**config.mk**
```make
export PLATFORM = sky130hd
export DESIGN_NAME = thermal_sensor_config_reg
export DESIGN_NICKNAME = d
export VERILOG_FILES = /design/src/rtl/thermal_cfg_pkg.sv /design/src/rtl/conv_if.sv /design/src/rtl/thermal_sensor_config_reg.sv /design/src/rtl/conv_timer.sv
export SDC_FILE = /design/constraint.sdc
export NUM_CORES = 1
export LEC_CHECK = 0
export ABC_CLOCK_PERIOD_IN_PS = 3940
export BUFFER_PORTS_ARGS = -buffer_cell sky130_fd_sc_hd__buf_2
export CAP_MARGIN = 10
export CELL_PAD_IN_SITES_DETAIL_PLACEMENT = 2
export CELL_PAD_IN_SITES_GLOBAL_PLACEMENT = 2
export CORE_MARGIN = 2
export CORE_UTILIZATION = 43
export DETAILED_ROUTE_END_ITERATION = 7
export PLACE_DENSITY_LB_ADDON = 0.1
export SLEW_MARGIN = 20
export SYNTH_ARGS = -nofsm -noshare
export SYNTH_HDL_FRONTEND = slang
export SYNTH_SLANG_ARGS = --single-unit
```
**constraint.sdc**
```tcl
create_clock -name ref_clk -period 3.94 [get_ports ref_clk]
set_input_delay 0.394 -clock ref_clk [delete_from_list [all_inputs] [get_ports ref_clk]]
set_output_delay 0.394 -clock ref_clk [all_outputs]
set_load 0.005 [all_outputs]
```
**src/rtl/thermal_cfg_pkg.sv**
```systemverilog
// Purpose: Shared constants and types for the sensor control register block.
// Assumes: 25 MHz reference clock.
// Notes: The configuration byte holds the upper byte of the 16-bit register.
`default_nettype none
package thermal_cfg_pkg;
    localparam int CLK_HZ = 25_000_000;
    localparam int TICK_US = 1;
    localparam int TICK_CYCLES = CLK_HZ / 1_000_000 * TICK_US;
    localparam int CONV_9BIT_MS = 25;
    localparam int CONV_9BIT_TICKS = CONV_9BIT_MS * 1000 / TICK_US;
    localparam int CONV_CNT_W = 18;
    localparam logic [7:0] PTR_TEMP = 8'h00;
    localparam logic [7:0] PTR_CFG = 8'h01;
    localparam logic [7:0] PTR_RESET = 8'h00;
    localparam logic [7:0] CFG_RESET = 8'h00;
    localparam logic [7:0] CFG_LOW_BYTE = 8'h00;
    localparam logic [15:0] TEMP_RESET = 16'h0000;
    localparam logic [15:0] UNMAPPED_WORD = 16'h0000;
    localparam logic [3:0] ADDR_PREFIX = 4'h9;
    localparam int OS_BIT = 7;
    localparam int RES_LSB = 5;
    localparam int FQ_LSB = 3;
    localparam int POL_BIT = 2;
    localparam int MODE_BIT = 1;
    localparam int SD_BIT = 0;
    localparam logic [2:0] LAST_BIT = 3'h7;
    localparam logic [1:0] IDX_ADDR = 2'h0;
    localparam logic [1:0] IDX_PTR = 2'h1;
    localparam logic [1:0] IDX_DATA = 2'h2;
    localparam logic [1:0] IDX_MAX = 2'h3;
    typedef logic [1:0] res_t;
    typedef enum {ST_IDLE, ST_RX, ST_ACK, ST_TX, ST_MACK} i2c_state_e;
endpackage
`default_nettype wire

```
**src/rtl/conv_if.sv**
```systemverilog
// Purpose: Handshake between the register block and the conversion timer.
// Assumes: Both ends run on ref_clk.
// Notes: start is a one-cycle pulse, done a one-cycle pulse.
`default_nettype none
interface conv_if;
    logic start;
    thermal_cfg_pkg::res_t res;
    logic busy;
    logic done;
    modport ctl (output start, output res, input busy, input done);
    modport eng (input start, input res, output busy, output done);
endinterface
`default_nettype wire

```
**src/rtl/thermal_sensor_config_reg.sv**
```systemverilog
// Purpose: Two-wire slave holding the sensor control register and pacing conversions.
// Assumes: The master drives SCL; SDA is open drain, low while sda_pin_oe is high.
// Notes: Temperature and limit registers beyond the current reading are outside.
// Overview of operation
// - Control register is 16 bits; only upper byte used, lower byte reads zero.
// - Reset loads the control register with all zeros.
// - Write is address with write bit, pointer 01h, then one data byte.
// - Only the first data byte after the pointer is stored; later bytes dropped.
// - Stop or restart before a full data byte leaves the register unchanged.
// - Trigger bit set in shutdown runs one conversion, then clears and sleeps.
// - Trigger bit written outside shutdown is ignored.
// - Trigger bit always reads back as zero.
// - Conversion takes 25 ms at 9 bits, doubling per added bit.
// - Bits 12:11 pick 1, 2, 4 or 6 consecutive faults before alarm.
// - Bit 10 zero makes the alarm active low, one active high.
// - Bit 9 picks comparator mode at zero, interrupt mode at one.
// - With bit 8 zero conversions run back to back continuously.
// - Setting shutdown lets the running conversion finish and store first.
// - Clearing shutdown resumes continuous conversions.
// - Reset sets the register pointer to 00h, the temperature register.
// - Reads send upper byte first; master ACK asks for lower, NACK ends.
`default_nettype none
module thermal_sensor_config_reg #(
    parameter int CONV_BASE_TICKS = thermal_cfg_pkg::CONV_9BIT_TICKS
) (
    input wire logic ref_clk,
    input wire logic reset_n,
    input wire logic scl_pin,
    input wire logic sda_pin_in,
    output logic sda_pin_out,
    output logic sda_pin_oe,
    input wire logic [2:0] addr_strap_pins,
    input wire logic [15:0] temp_sample,
    output logic [1:0] resolution_select,
    output logic [1:0] fault_queue_depth,
    output logic alarm_polarity,
    output logic alarm_mode_select,
    output logic shutdown_ctrl,
    output logic conv_busy,
    output logic temp_update,
    output logic [15:0] temp_value
);
    import thermal_cfg_pkg::*;

    conv_if cv ();

    conv_timer #(.BASE_TICKS(CONV_BASE_TICKS), .CNT_W(CONV_CNT_W)) u_timer (
        .ref_clk(ref_clk),
        .reset_n(reset_n),
        .cv(cv)
    );

    logic [4:0] sync1_r;
    logic [4:0] sync2_r;
    logic scl_d_r;
    logic sda_d_r;
    logic scl_s;
    logic sda_s;
    logic scl_rise;
    logic scl_fall;
    logic start_det;
    logic stop_det;
    i2c_state_e state_r;
    logic [2:0] bit_cnt_r;
    logic [7:0] shreg_r;
    logic [7:0] rx_byte;
    logic [1:0] byte_idx_r;
    logic rw_r;
    logic ack_r;
    logic full_r;
    logic sda_oe_r;
    logic sda_out_r;
    logic [7:0] ptr_r;
    logic [7:0] cfg_r;
    logic cfg_wr_r;
    logic [7:0] wr_byte_r;
    logic [15:0] tx_word_r;
    logic lower_r;
    logic [7:0] cur_byte;
    logic [15:0] nxt_word, fresh_word;
    logic nxt_first;
    logic os_pend_r;
    logic os_run_r;
    logic [15:0] temp_r;
    logic temp_upd_r;

    function automatic logic [15:0] read_word(input logic [7:0] ptr, input logic [7:0] cfg,
                                              input logic [15:0] temp);
        if (ptr == PTR_TEMP)
            read_word = temp;
        else if (ptr == PTR_CFG)
            read_word = {1'b0, cfg[OS_BIT-1:0], CFG_LOW_BYTE};
        else
            read_word = UNMAPPED_WORD;
    endfunction

    // Pins cross in from the bus; only the second stage and its one-cycle delayed copy are ever looked at.
    always_ff @(posedge ref_clk or negedge reset_n) begin
        if (!reset_n) begin
            sync1_r <= 5'h1F;
            sync2_r <= 5'h1F;
            scl_d_r <= 1'b1;
            sda_d_r <= 1'b1;
        end else begin
            sync1_r <= {scl_pin, sda_pin_in, addr_strap_pins};
            sync2_r <= sync1_r;
            scl_d_r <= sync2_r[4];
            sda_d_r <= sync2_r[3];
        end
    end

    assign scl_s = sync2_r[4];
    assign sda_s = sync2_r[3];
    assign scl_rise = scl_s && !scl_d_r;
    assign scl_fall = !scl_s && scl_d_r;
    assign start_det = scl_s && scl_d_r && sda_d_r && !sda_s;
    assign stop_det = scl_s && scl_d_r && !sda_d_r && sda_s;
    assign rx_byte = {shreg_r[6:0], sda_s};
    assign cur_byte = lower_r ? tx_word_r[7:0] : tx_word_r[15:8];
    assign fresh_word = read_word(ptr_r, cfg_r, temp_r);
    assign nxt_word = lower_r ? fresh_word : tx_word_r;
    assign nxt_first = lower_r ? nxt_word[15] : nxt_word[7];

    always_ff @(posedge ref_clk or negedge reset_n) begin
        if (!reset_n) begin
            state_r <= ST_IDLE;
            bit_cnt_r <= 3'h0;
            shreg_r <= 8'h00;
            byte_idx_r <= IDX_ADDR;
            rw_r <= 1'b0;
            ack_r <= 1'b0;
            full_r <= 1'b0;
            sda_oe_r <= 1'b0;
            ptr_r <= PTR_RESET;
            cfg_wr_r <= 1'b0;
            wr_byte_r <= 8'h00;
            tx_word_r <= 16'h0000;
            lower_r <= 1'b0;
        end else begin
            cfg_wr_r <= 1'b0;
            if (start_det) begin
                // A partial byte simply dies in the shifter.
                state_r <= ST_RX;
                bit_cnt_r <= 3'h0;
                byte_idx_r <= IDX_ADDR;
                full_r <= 1'b0;
                sda_oe_r <= 1'b0;
            end else if (stop_det) begin
                state_r <= ST_IDLE;
                sda_oe_r <= 1'b0;
            end else begin
                unique case (state_r)
                    ST_IDLE: begin
                    end
                    ST_RX: begin
                        if (scl_rise) begin
                            shreg_r <= rx_byte;
                            bit_cnt_r <= bit_cnt_r + 3'h1;
                            if (bit_cnt_r == LAST_BIT) begin
                                full_r <= 1'b1;
                                if (byte_idx_r == IDX_ADDR) begin
                                    ack_r <= rx_byte[7:1] == {ADDR_PREFIX, sync2_r[2:0]};
                                    rw_r <= rx_byte[0];
                                end else if (byte_idx_r == IDX_PTR) begin
                                    ptr_r <= rx_byte;
                                    ack_r <= 1'b1;
                                end else begin
                                    ack_r <= 1'b1;
                                    if (byte_idx_r == IDX_DATA && ptr_r == PTR_CFG) begin
                                        cfg_wr_r <= 1'b1;
                                        wr_byte_r <= rx_byte;
                                    end
                                end
                            end
                        end else if (scl_fall && full_r) begin
                            full_r <= 1'b0;
                            state_r <= ack_r ? ST_ACK : ST_IDLE;
                            sda_oe_r <= ack_r;
                        end
                    end
                    ST_ACK: begin
                        if (scl_fall) begin
                            bit_cnt_r <= 3'h0;
                            if (byte_idx_r != IDX_MAX)
                                byte_idx_r <= byte_idx_r + 2'h1;
                            if (rw_r) begin
                                state_r <= ST_TX;
                                tx_word_r <= fresh_word;
                                lower_r <= 1'b0;
                                sda_oe_r <= !fresh_word[15];
                            end else begin
                                state_r <= ST_RX;
                                sda_oe_r <= 1'b0;
                            end
                        end
                    end
                    ST_TX: begin
                        if (scl_rise) begin
                            bit_cnt_r <= bit_cnt_r + 3'h1;
                        end else if (scl_fall) begin
                            if (bit_cnt_r == 3'h0) begin
                                state_r <= ST_MACK;
                                sda_oe_r <= 1'b0;
                            end else begin
                                sda_oe_r <= !cur_byte[LAST_BIT - bit_cnt_r];
                            end
                        end
                    end
                    ST_MACK: begin
                        if (scl_rise) begin
                            if (sda_s)
                                state_r <= ST_IDLE;
                            else
                                full_r <= 1'b1;
                        end else if (scl_fall && full_r) begin
                            // An ACK after the lower byte restarts with fresh data.
                            full_r <= 1'b0;
                            state_r <= ST_TX;
                            bit_cnt_r <= 3'h0;
                            tx_word_r <= nxt_word;
                            lower_r <= !lower_r;
                            sda_oe_r <= !nxt_first;
                        end
                    end
                    default: begin
                        state_r <= ST_IDLE;
                    end
                endcase
            end
        end
    end

    // The trigger bit is never stored, so it always reads back as zero.
    always_ff @(posedge ref_clk or negedge reset_n) begin
        if (!reset_n) begin
            cfg_r <= CFG_RESET;
        end else if (cfg_wr_r) begin
            cfg_r <= {1'b0, wr_byte_r[OS_BIT-1:0]};
        end
    end

    // Starts are held off while done is high so a finished run is not restarted twice.
    always_ff @(posedge ref_clk or negedge reset_n) begin
        if (!reset_n) begin
            cv.start <= 1'b0;
            cv.res <= 2'h0;
            os_pend_r <= 1'b0;
            os_run_r <= 1'b0;
            temp_r <= TEMP_RESET;
            temp_upd_r <= 1'b0;
        end else begin
            cv.start <= 1'b0;
            temp_upd_r <= 1'b0;
            if (!cv.start && !cv.busy && !cv.done && (!cfg_r[SD_BIT] || os_pend_r)) begin
                cv.start <= 1'b1;
                cv.res <= cfg_r[RES_LSB +: 2];
                os_run_r <= cfg_r[SD_BIT];
            end
            if (cv.done) begin
                temp_r <= temp_sample;
                temp_upd_r <= 1'b1;
            end
            if (cfg_wr_r && wr_byte_r[OS_BIT] && cfg_r[SD_BIT])
                os_pend_r <= 1'b1;
            else if (cv.done && os_run_r)
                os_pend_r <= 1'b0;
        end
    end

    always_ff @(posedge ref_clk or negedge reset_n) begin
        if (!reset_n)
            sda_out_r <= 1'b0;
        else
            sda_out_r <= 1'b0;
    end

    assign sda_pin_out = sda_out_r;
    assign sda_pin_oe = sda_oe_r;
    assign resolution_select = cfg_r[RES_LSB +: 2];
    assign fault_queue_depth = cfg_r[FQ_LSB +: 2];
    assign alarm_polarity = cfg_r[POL_BIT];
    assign alarm_mode_select = cfg_r[MODE_BIT];
    assign shutdown_ctrl = cfg_r[SD_BIT];
    assign conv_busy = cv.busy;
    assign temp_update = temp_upd_r;
    assign temp_value = temp_r;
endmodule // thermal_sensor_config_reg
`default_nettype wire

```
**src/rtl/conv_timer.sv**
```systemverilog
// Purpose: Times one temperature conversion per start pulse.
// Assumes: start is only raised while busy is low.
// Notes: Conversion length doubles with each resolution step.
`default_nettype none
module conv_timer #(
    parameter int BASE_TICKS = thermal_cfg_pkg::CONV_9BIT_TICKS,
    parameter int CNT_W = thermal_cfg_pkg::CONV_CNT_W
) (
    input wire logic ref_clk,
    input wire logic reset_n,
    conv_if.eng cv
);
    import thermal_cfg_pkg::*;

    logic [7:0] div_r;
    logic tick_r;
    logic [CNT_W-1:0] cnt_r;
    logic [CNT_W-1:0] target_r;
    logic last;

    // Counting one tick past the target means a conversion is never shorter than nominal.
    assign last = tick_r && (cnt_r == target_r);

    // Microsecond tick; free running so the divider needs no restart logic.
    always_ff @(posedge ref_clk or negedge reset_n) begin
        if (!reset_n) begin
            div_r <= 8'h00;
            tick_r <= 1'b0;
        end else if (div_r == 8'(TICK_CYCLES - 1)) begin
            div_r <= 8'h00;
            tick_r <= 1'b1;
        end else begin
            div_r <= div_r + 8'h01;
            tick_r <= 1'b0;
        end
    end

    always_ff @(posedge ref_clk or negedge reset_n) begin
        if (!reset_n) begin
            cv.busy <= 1'b0;
            cv.done <= 1'b0;
            cnt_r <= '0;
            target_r <= '0;
        end else begin
            cv.done <= 1'b0;
            if (cv.start && !cv.busy) begin
                cv.busy <= 1'b1;
                cnt_r <= '0;
                target_r <= CNT_W'(BASE_TICKS) << cv.res;
            end else if (cv.busy && last) begin
                cv.busy <= 1'b0;
                cv.done <= 1'b1;
            end else if (cv.busy && tick_r) begin
                cnt_r <= cnt_r + 1'b1;
            end
        end
    end
endmodule // conv_timer
`default_nettype wire

```
==> results.cfg <==
[outcome]
status = completed

[cells_and_area]
utilization_pct = 52.13
layout_commonest_cell = dfrtp_1
final_cell_mix = dfrtp_1 (120), nand2_1 (82), buf_2 (47), nor2_1 (35), o21ai_0 (35)
drive_gt1_share_pct = 23.58
num_antenna_cells = 0
nets = 661
syn_to_final_growth_pct = 17.10

[critical_path]
crit_arrival_ns = 3.07
endpoint = wr_byte_r[5]$_DFFE_PN0P_
worstSetupPathType = reg -> reg
critPathLaunch = state_r[0]$_DFFE_PN0P_
crit_slowest_cell = dfrtp_1
cp-start-kind = register
crit_fanout = 21
reg2reg_slack_ns = 1.18
rr_startpoint = state_r[0]$_DFFE_PN0P_
r2r_end = wr_byte_r[5]$_DFFE_PN0P_
critPathCaptureType = register
critPathRequiredTime_ns = 4.24
worstPathCellList = nand2b_4 > nor3_4 > nand4_1 > nor4_4 > mux2_2
max_stage_delay_ns = 0.78
r2r_cells = 5

[die]
die_area_mm2 = 0.01546
io_pins = 50
core_area_mm2 = 0.01399
die_w_um = 124.3
die_h_um = 124.3
rows = 43
start_util_pct = 44.52

[placed_design]
hpwlAfterDp_um = 11800
gp_congestion = 0.7984
place_ws_ns = 1.276
portBuffers = 48

[synthesis]
synth_edf_count = 0
yosysSeqAreaShare_pct = 53.29
synth_top_family_by_area = simple AND/OR/NAND/NOR gates
synth_compound_area_share_pct = 8.579
synthesis.nets = 612
synth-simple-area-share_pct = 17.96
synthCells = 574
synth_mux_area_share_pct = 10.41
synth_fa_ha_area_share_pct = 3.014
ys.flop_type = dfrtp_1
synth_largest_area_cell = dfrtp_1
synth_area_leaders = dfrtp_1 (48%), mux2_2 (6.1%), dfstp_2 (5.1%)
synth.top_cell.area_share_pct = 48.22
async_reset_ff_share_pct = 100.0
synth-xor-area-share_pct = 3.657
mappedNetlistArea_mm2 = 0.006227
synth_warnings = 0
synth.distinct_cells = 62
syn_area_per_cell_um2 = 10.85
yosys_register_bits = 132

[pwr]
p_per_area_mw_per_mm2 = 458.2
internal_power_mw = 2.581
p_total_mw = 3.341
p_switching_mw = 0.7608
ir_drop_mv = 0.3142
pwr-share-seq_pct = 43.1
p_sw_share_pct = 22.77
clkPwrFrac_pct = 53.0
p_leak_nw = 3.459
combinationalPowerShare_pct = 3.9

[detailed_routing]
route.vias.total = 4660
drt_wl_total_um = 18610
drt_iter0_markers = 353
drtAntennaViolNets = 0
avgViaCountPerCell = 5.711
first_pass_iters = 4
remaining_drc_errors = 0
wl_per_cell_um = 22.80

[timing]
max_slew.worst_pin.slew_ns = 0.9054
maxSlewHeadroom_pct = 38.87
rsz0062_at_grt = no
final.setup.tns_ns = 0
setup_ws_ns = 1.177
setup_viol = 0
fin_crit_ns = 2.763
slew_violations = 0
clock-skew-final_ns = 0.009922
fmax_mhz = 361.9
fin_crit_sh_pct = 70.13
hold_violations = 0

[clock_network]
clk_pin_slew_ns = 0.06
insertion_delay_ns = 0.42
cts.htree.levels = 4
numCtsBuffers = 17
root_buffer = clkbuf_16
clock_path_buffers = 2
cts_tree = built
cts_sinks = 132
post_cts_resized = 0

[grt]
grt_max_degree = 69
grt_pass1_wl_um = 30750
grt-ovfl-total = 0
grt_pass1_vias = 5330
grt_usage_pct = 25.61
antenna_found_initial = 0

[flow_run]
cap_violations = 0

[worst_hold_path]
hold_path_class = in -> reg
## logic make-up (layout without fill, tap and decap cells)
kind of cell | count (synthesis) | count (layout)
AO/OA/AOI/OAI | 88 | 88
XOR/XNOR | 26 | 26
adder cells (fa/ha/maj) | 15 | 15
buffers and inverters | 45 | 107
flip-flops | 132 | 132
multiplexers | 52 | 52
other | 1 | 1
AND/OR/NAND/NOR | 215 | 215
## state kept, by name (all words and copies together) (netlist names), 2 cells and up
name	cells
bit_cnt_r	3
state_r	3
wr_byte_r	8
u_timer.cnt_r	18
tx_word_r	16
sync1_r	5
cfg_r	7
byte_idx_r	2
shreg_r	7
u_timer.target_r	9
ptr_r	8
u_timer.div_r	8
cv.res	2
temp_value	16
sync2_r	5
## through the flow
stage	hold slack, ns	cells	instance area [um2]
floorplan	0.09841	574	6227
global placement	0.3455	783	6626
detailed placement	0.3481	783	6626
CTS	0.05518	816	7284
global route	0.05037	816	7292
finish	0.07048	816	7292
## critical path: cells and delay by family, from the launching register on
| kind | cells | cell delay (ns) |
|---|---|---|
| DFF | 1 | 0.78 |
| muxes | 1 | 0.42 |
| and+or+nand+nor | 4 | 1.43 |
## layer usage
layer / part of all wire [%] / track usage, % / wire length (um)
met5: 0 / 0 / 0
met4: 2.4 / 8.328 / 446
met3: 2.4 / 5.241 / 454
met2: 56 / 47.99 / 10430
met1: 39 / 28.93 / 7275
## layout make-up
| type | instances | area (um2) |
|---|---|---|
| Multi-Input combinational cell | 397 | 2731 |
| Clock buffer | 20 | 446.7 |
| Timing Repair Buffer | 53 | 286.5 |
| Inverter | 22 | 82.58 |
| Fill cell | 1409 | 6696 |
| Clock inverter | 12 | 201.4 |
| Tap cell | 180 | 225.2 |
| Sequential cell | 132 | 3318 |
## power by group through the flow
stage / clock [mW] / combinational, mW / sequential, mW
after floorplan: 0 / 0.0826 / 1.43
after global placement: 0 / 0.119 / 1.46
after detailed placement: 0 / 0.125 / 1.46
after CTS: 1.80 / 0.133 / 1.44
after global routing: 1.86 / 0.144 / 1.45
final: 1.77 / 0.130 / 1.44
## timing repair
action	CTS	global route
buffers inserted	0	0
endpoints found under the hold margin	2	0
hold buffers	1	0
## Yosys cell counts (6+ instances only)
cell / instances
nor2b_1: 7
mux2_4: 7
or3_1: 6
nand2_1: 82
mux2i_1: 7
xnor2_1: 12
o21ai_0: 35
clkbuf_1: 17
dfstp_2: 12
nand4_1: 7
inv_1: 22
nor3_1: 11
nand3_1: 16
nand2b_1: 8
dfrtp_1: 120
ha_1: 15
nor2_1: 35
mux2_2: 34
and3_1: 10
a21oi_1: 16
xor2_1: 14
a22oi_1: 6
## worst min-delay path by stage
| stage | start | end | slack, ns | depth (start not counted) |
|---|---|---|---|---|
| after floorplan | reset_n | ack_r$_DFFE_PN0P_ | 0.1 | 0 |
| after global placement | sync1_r[3]$_DFF_PN1_ | sync2_r[3]$_DFF_PN1_ | 0.35 | 0 |
| after detailed placement | sync1_r[4]$_DFF_PN1_ | sync2_r[4]$_DFF_PN1_ | 0.35 | 0 |
| after CTS | scl_pin | sync1_r[4]$_DFF_PN1_ | 0.06 | 1 |
| after global routing | scl_pin | sync1_r[4]$_DFF_PN1_ | 0.05 | 1 |
| final | scl_pin | sync1_r[4]$_DFF_PN1_ | 0.07 | 1 |
Power figures use the tool's default switching activity.
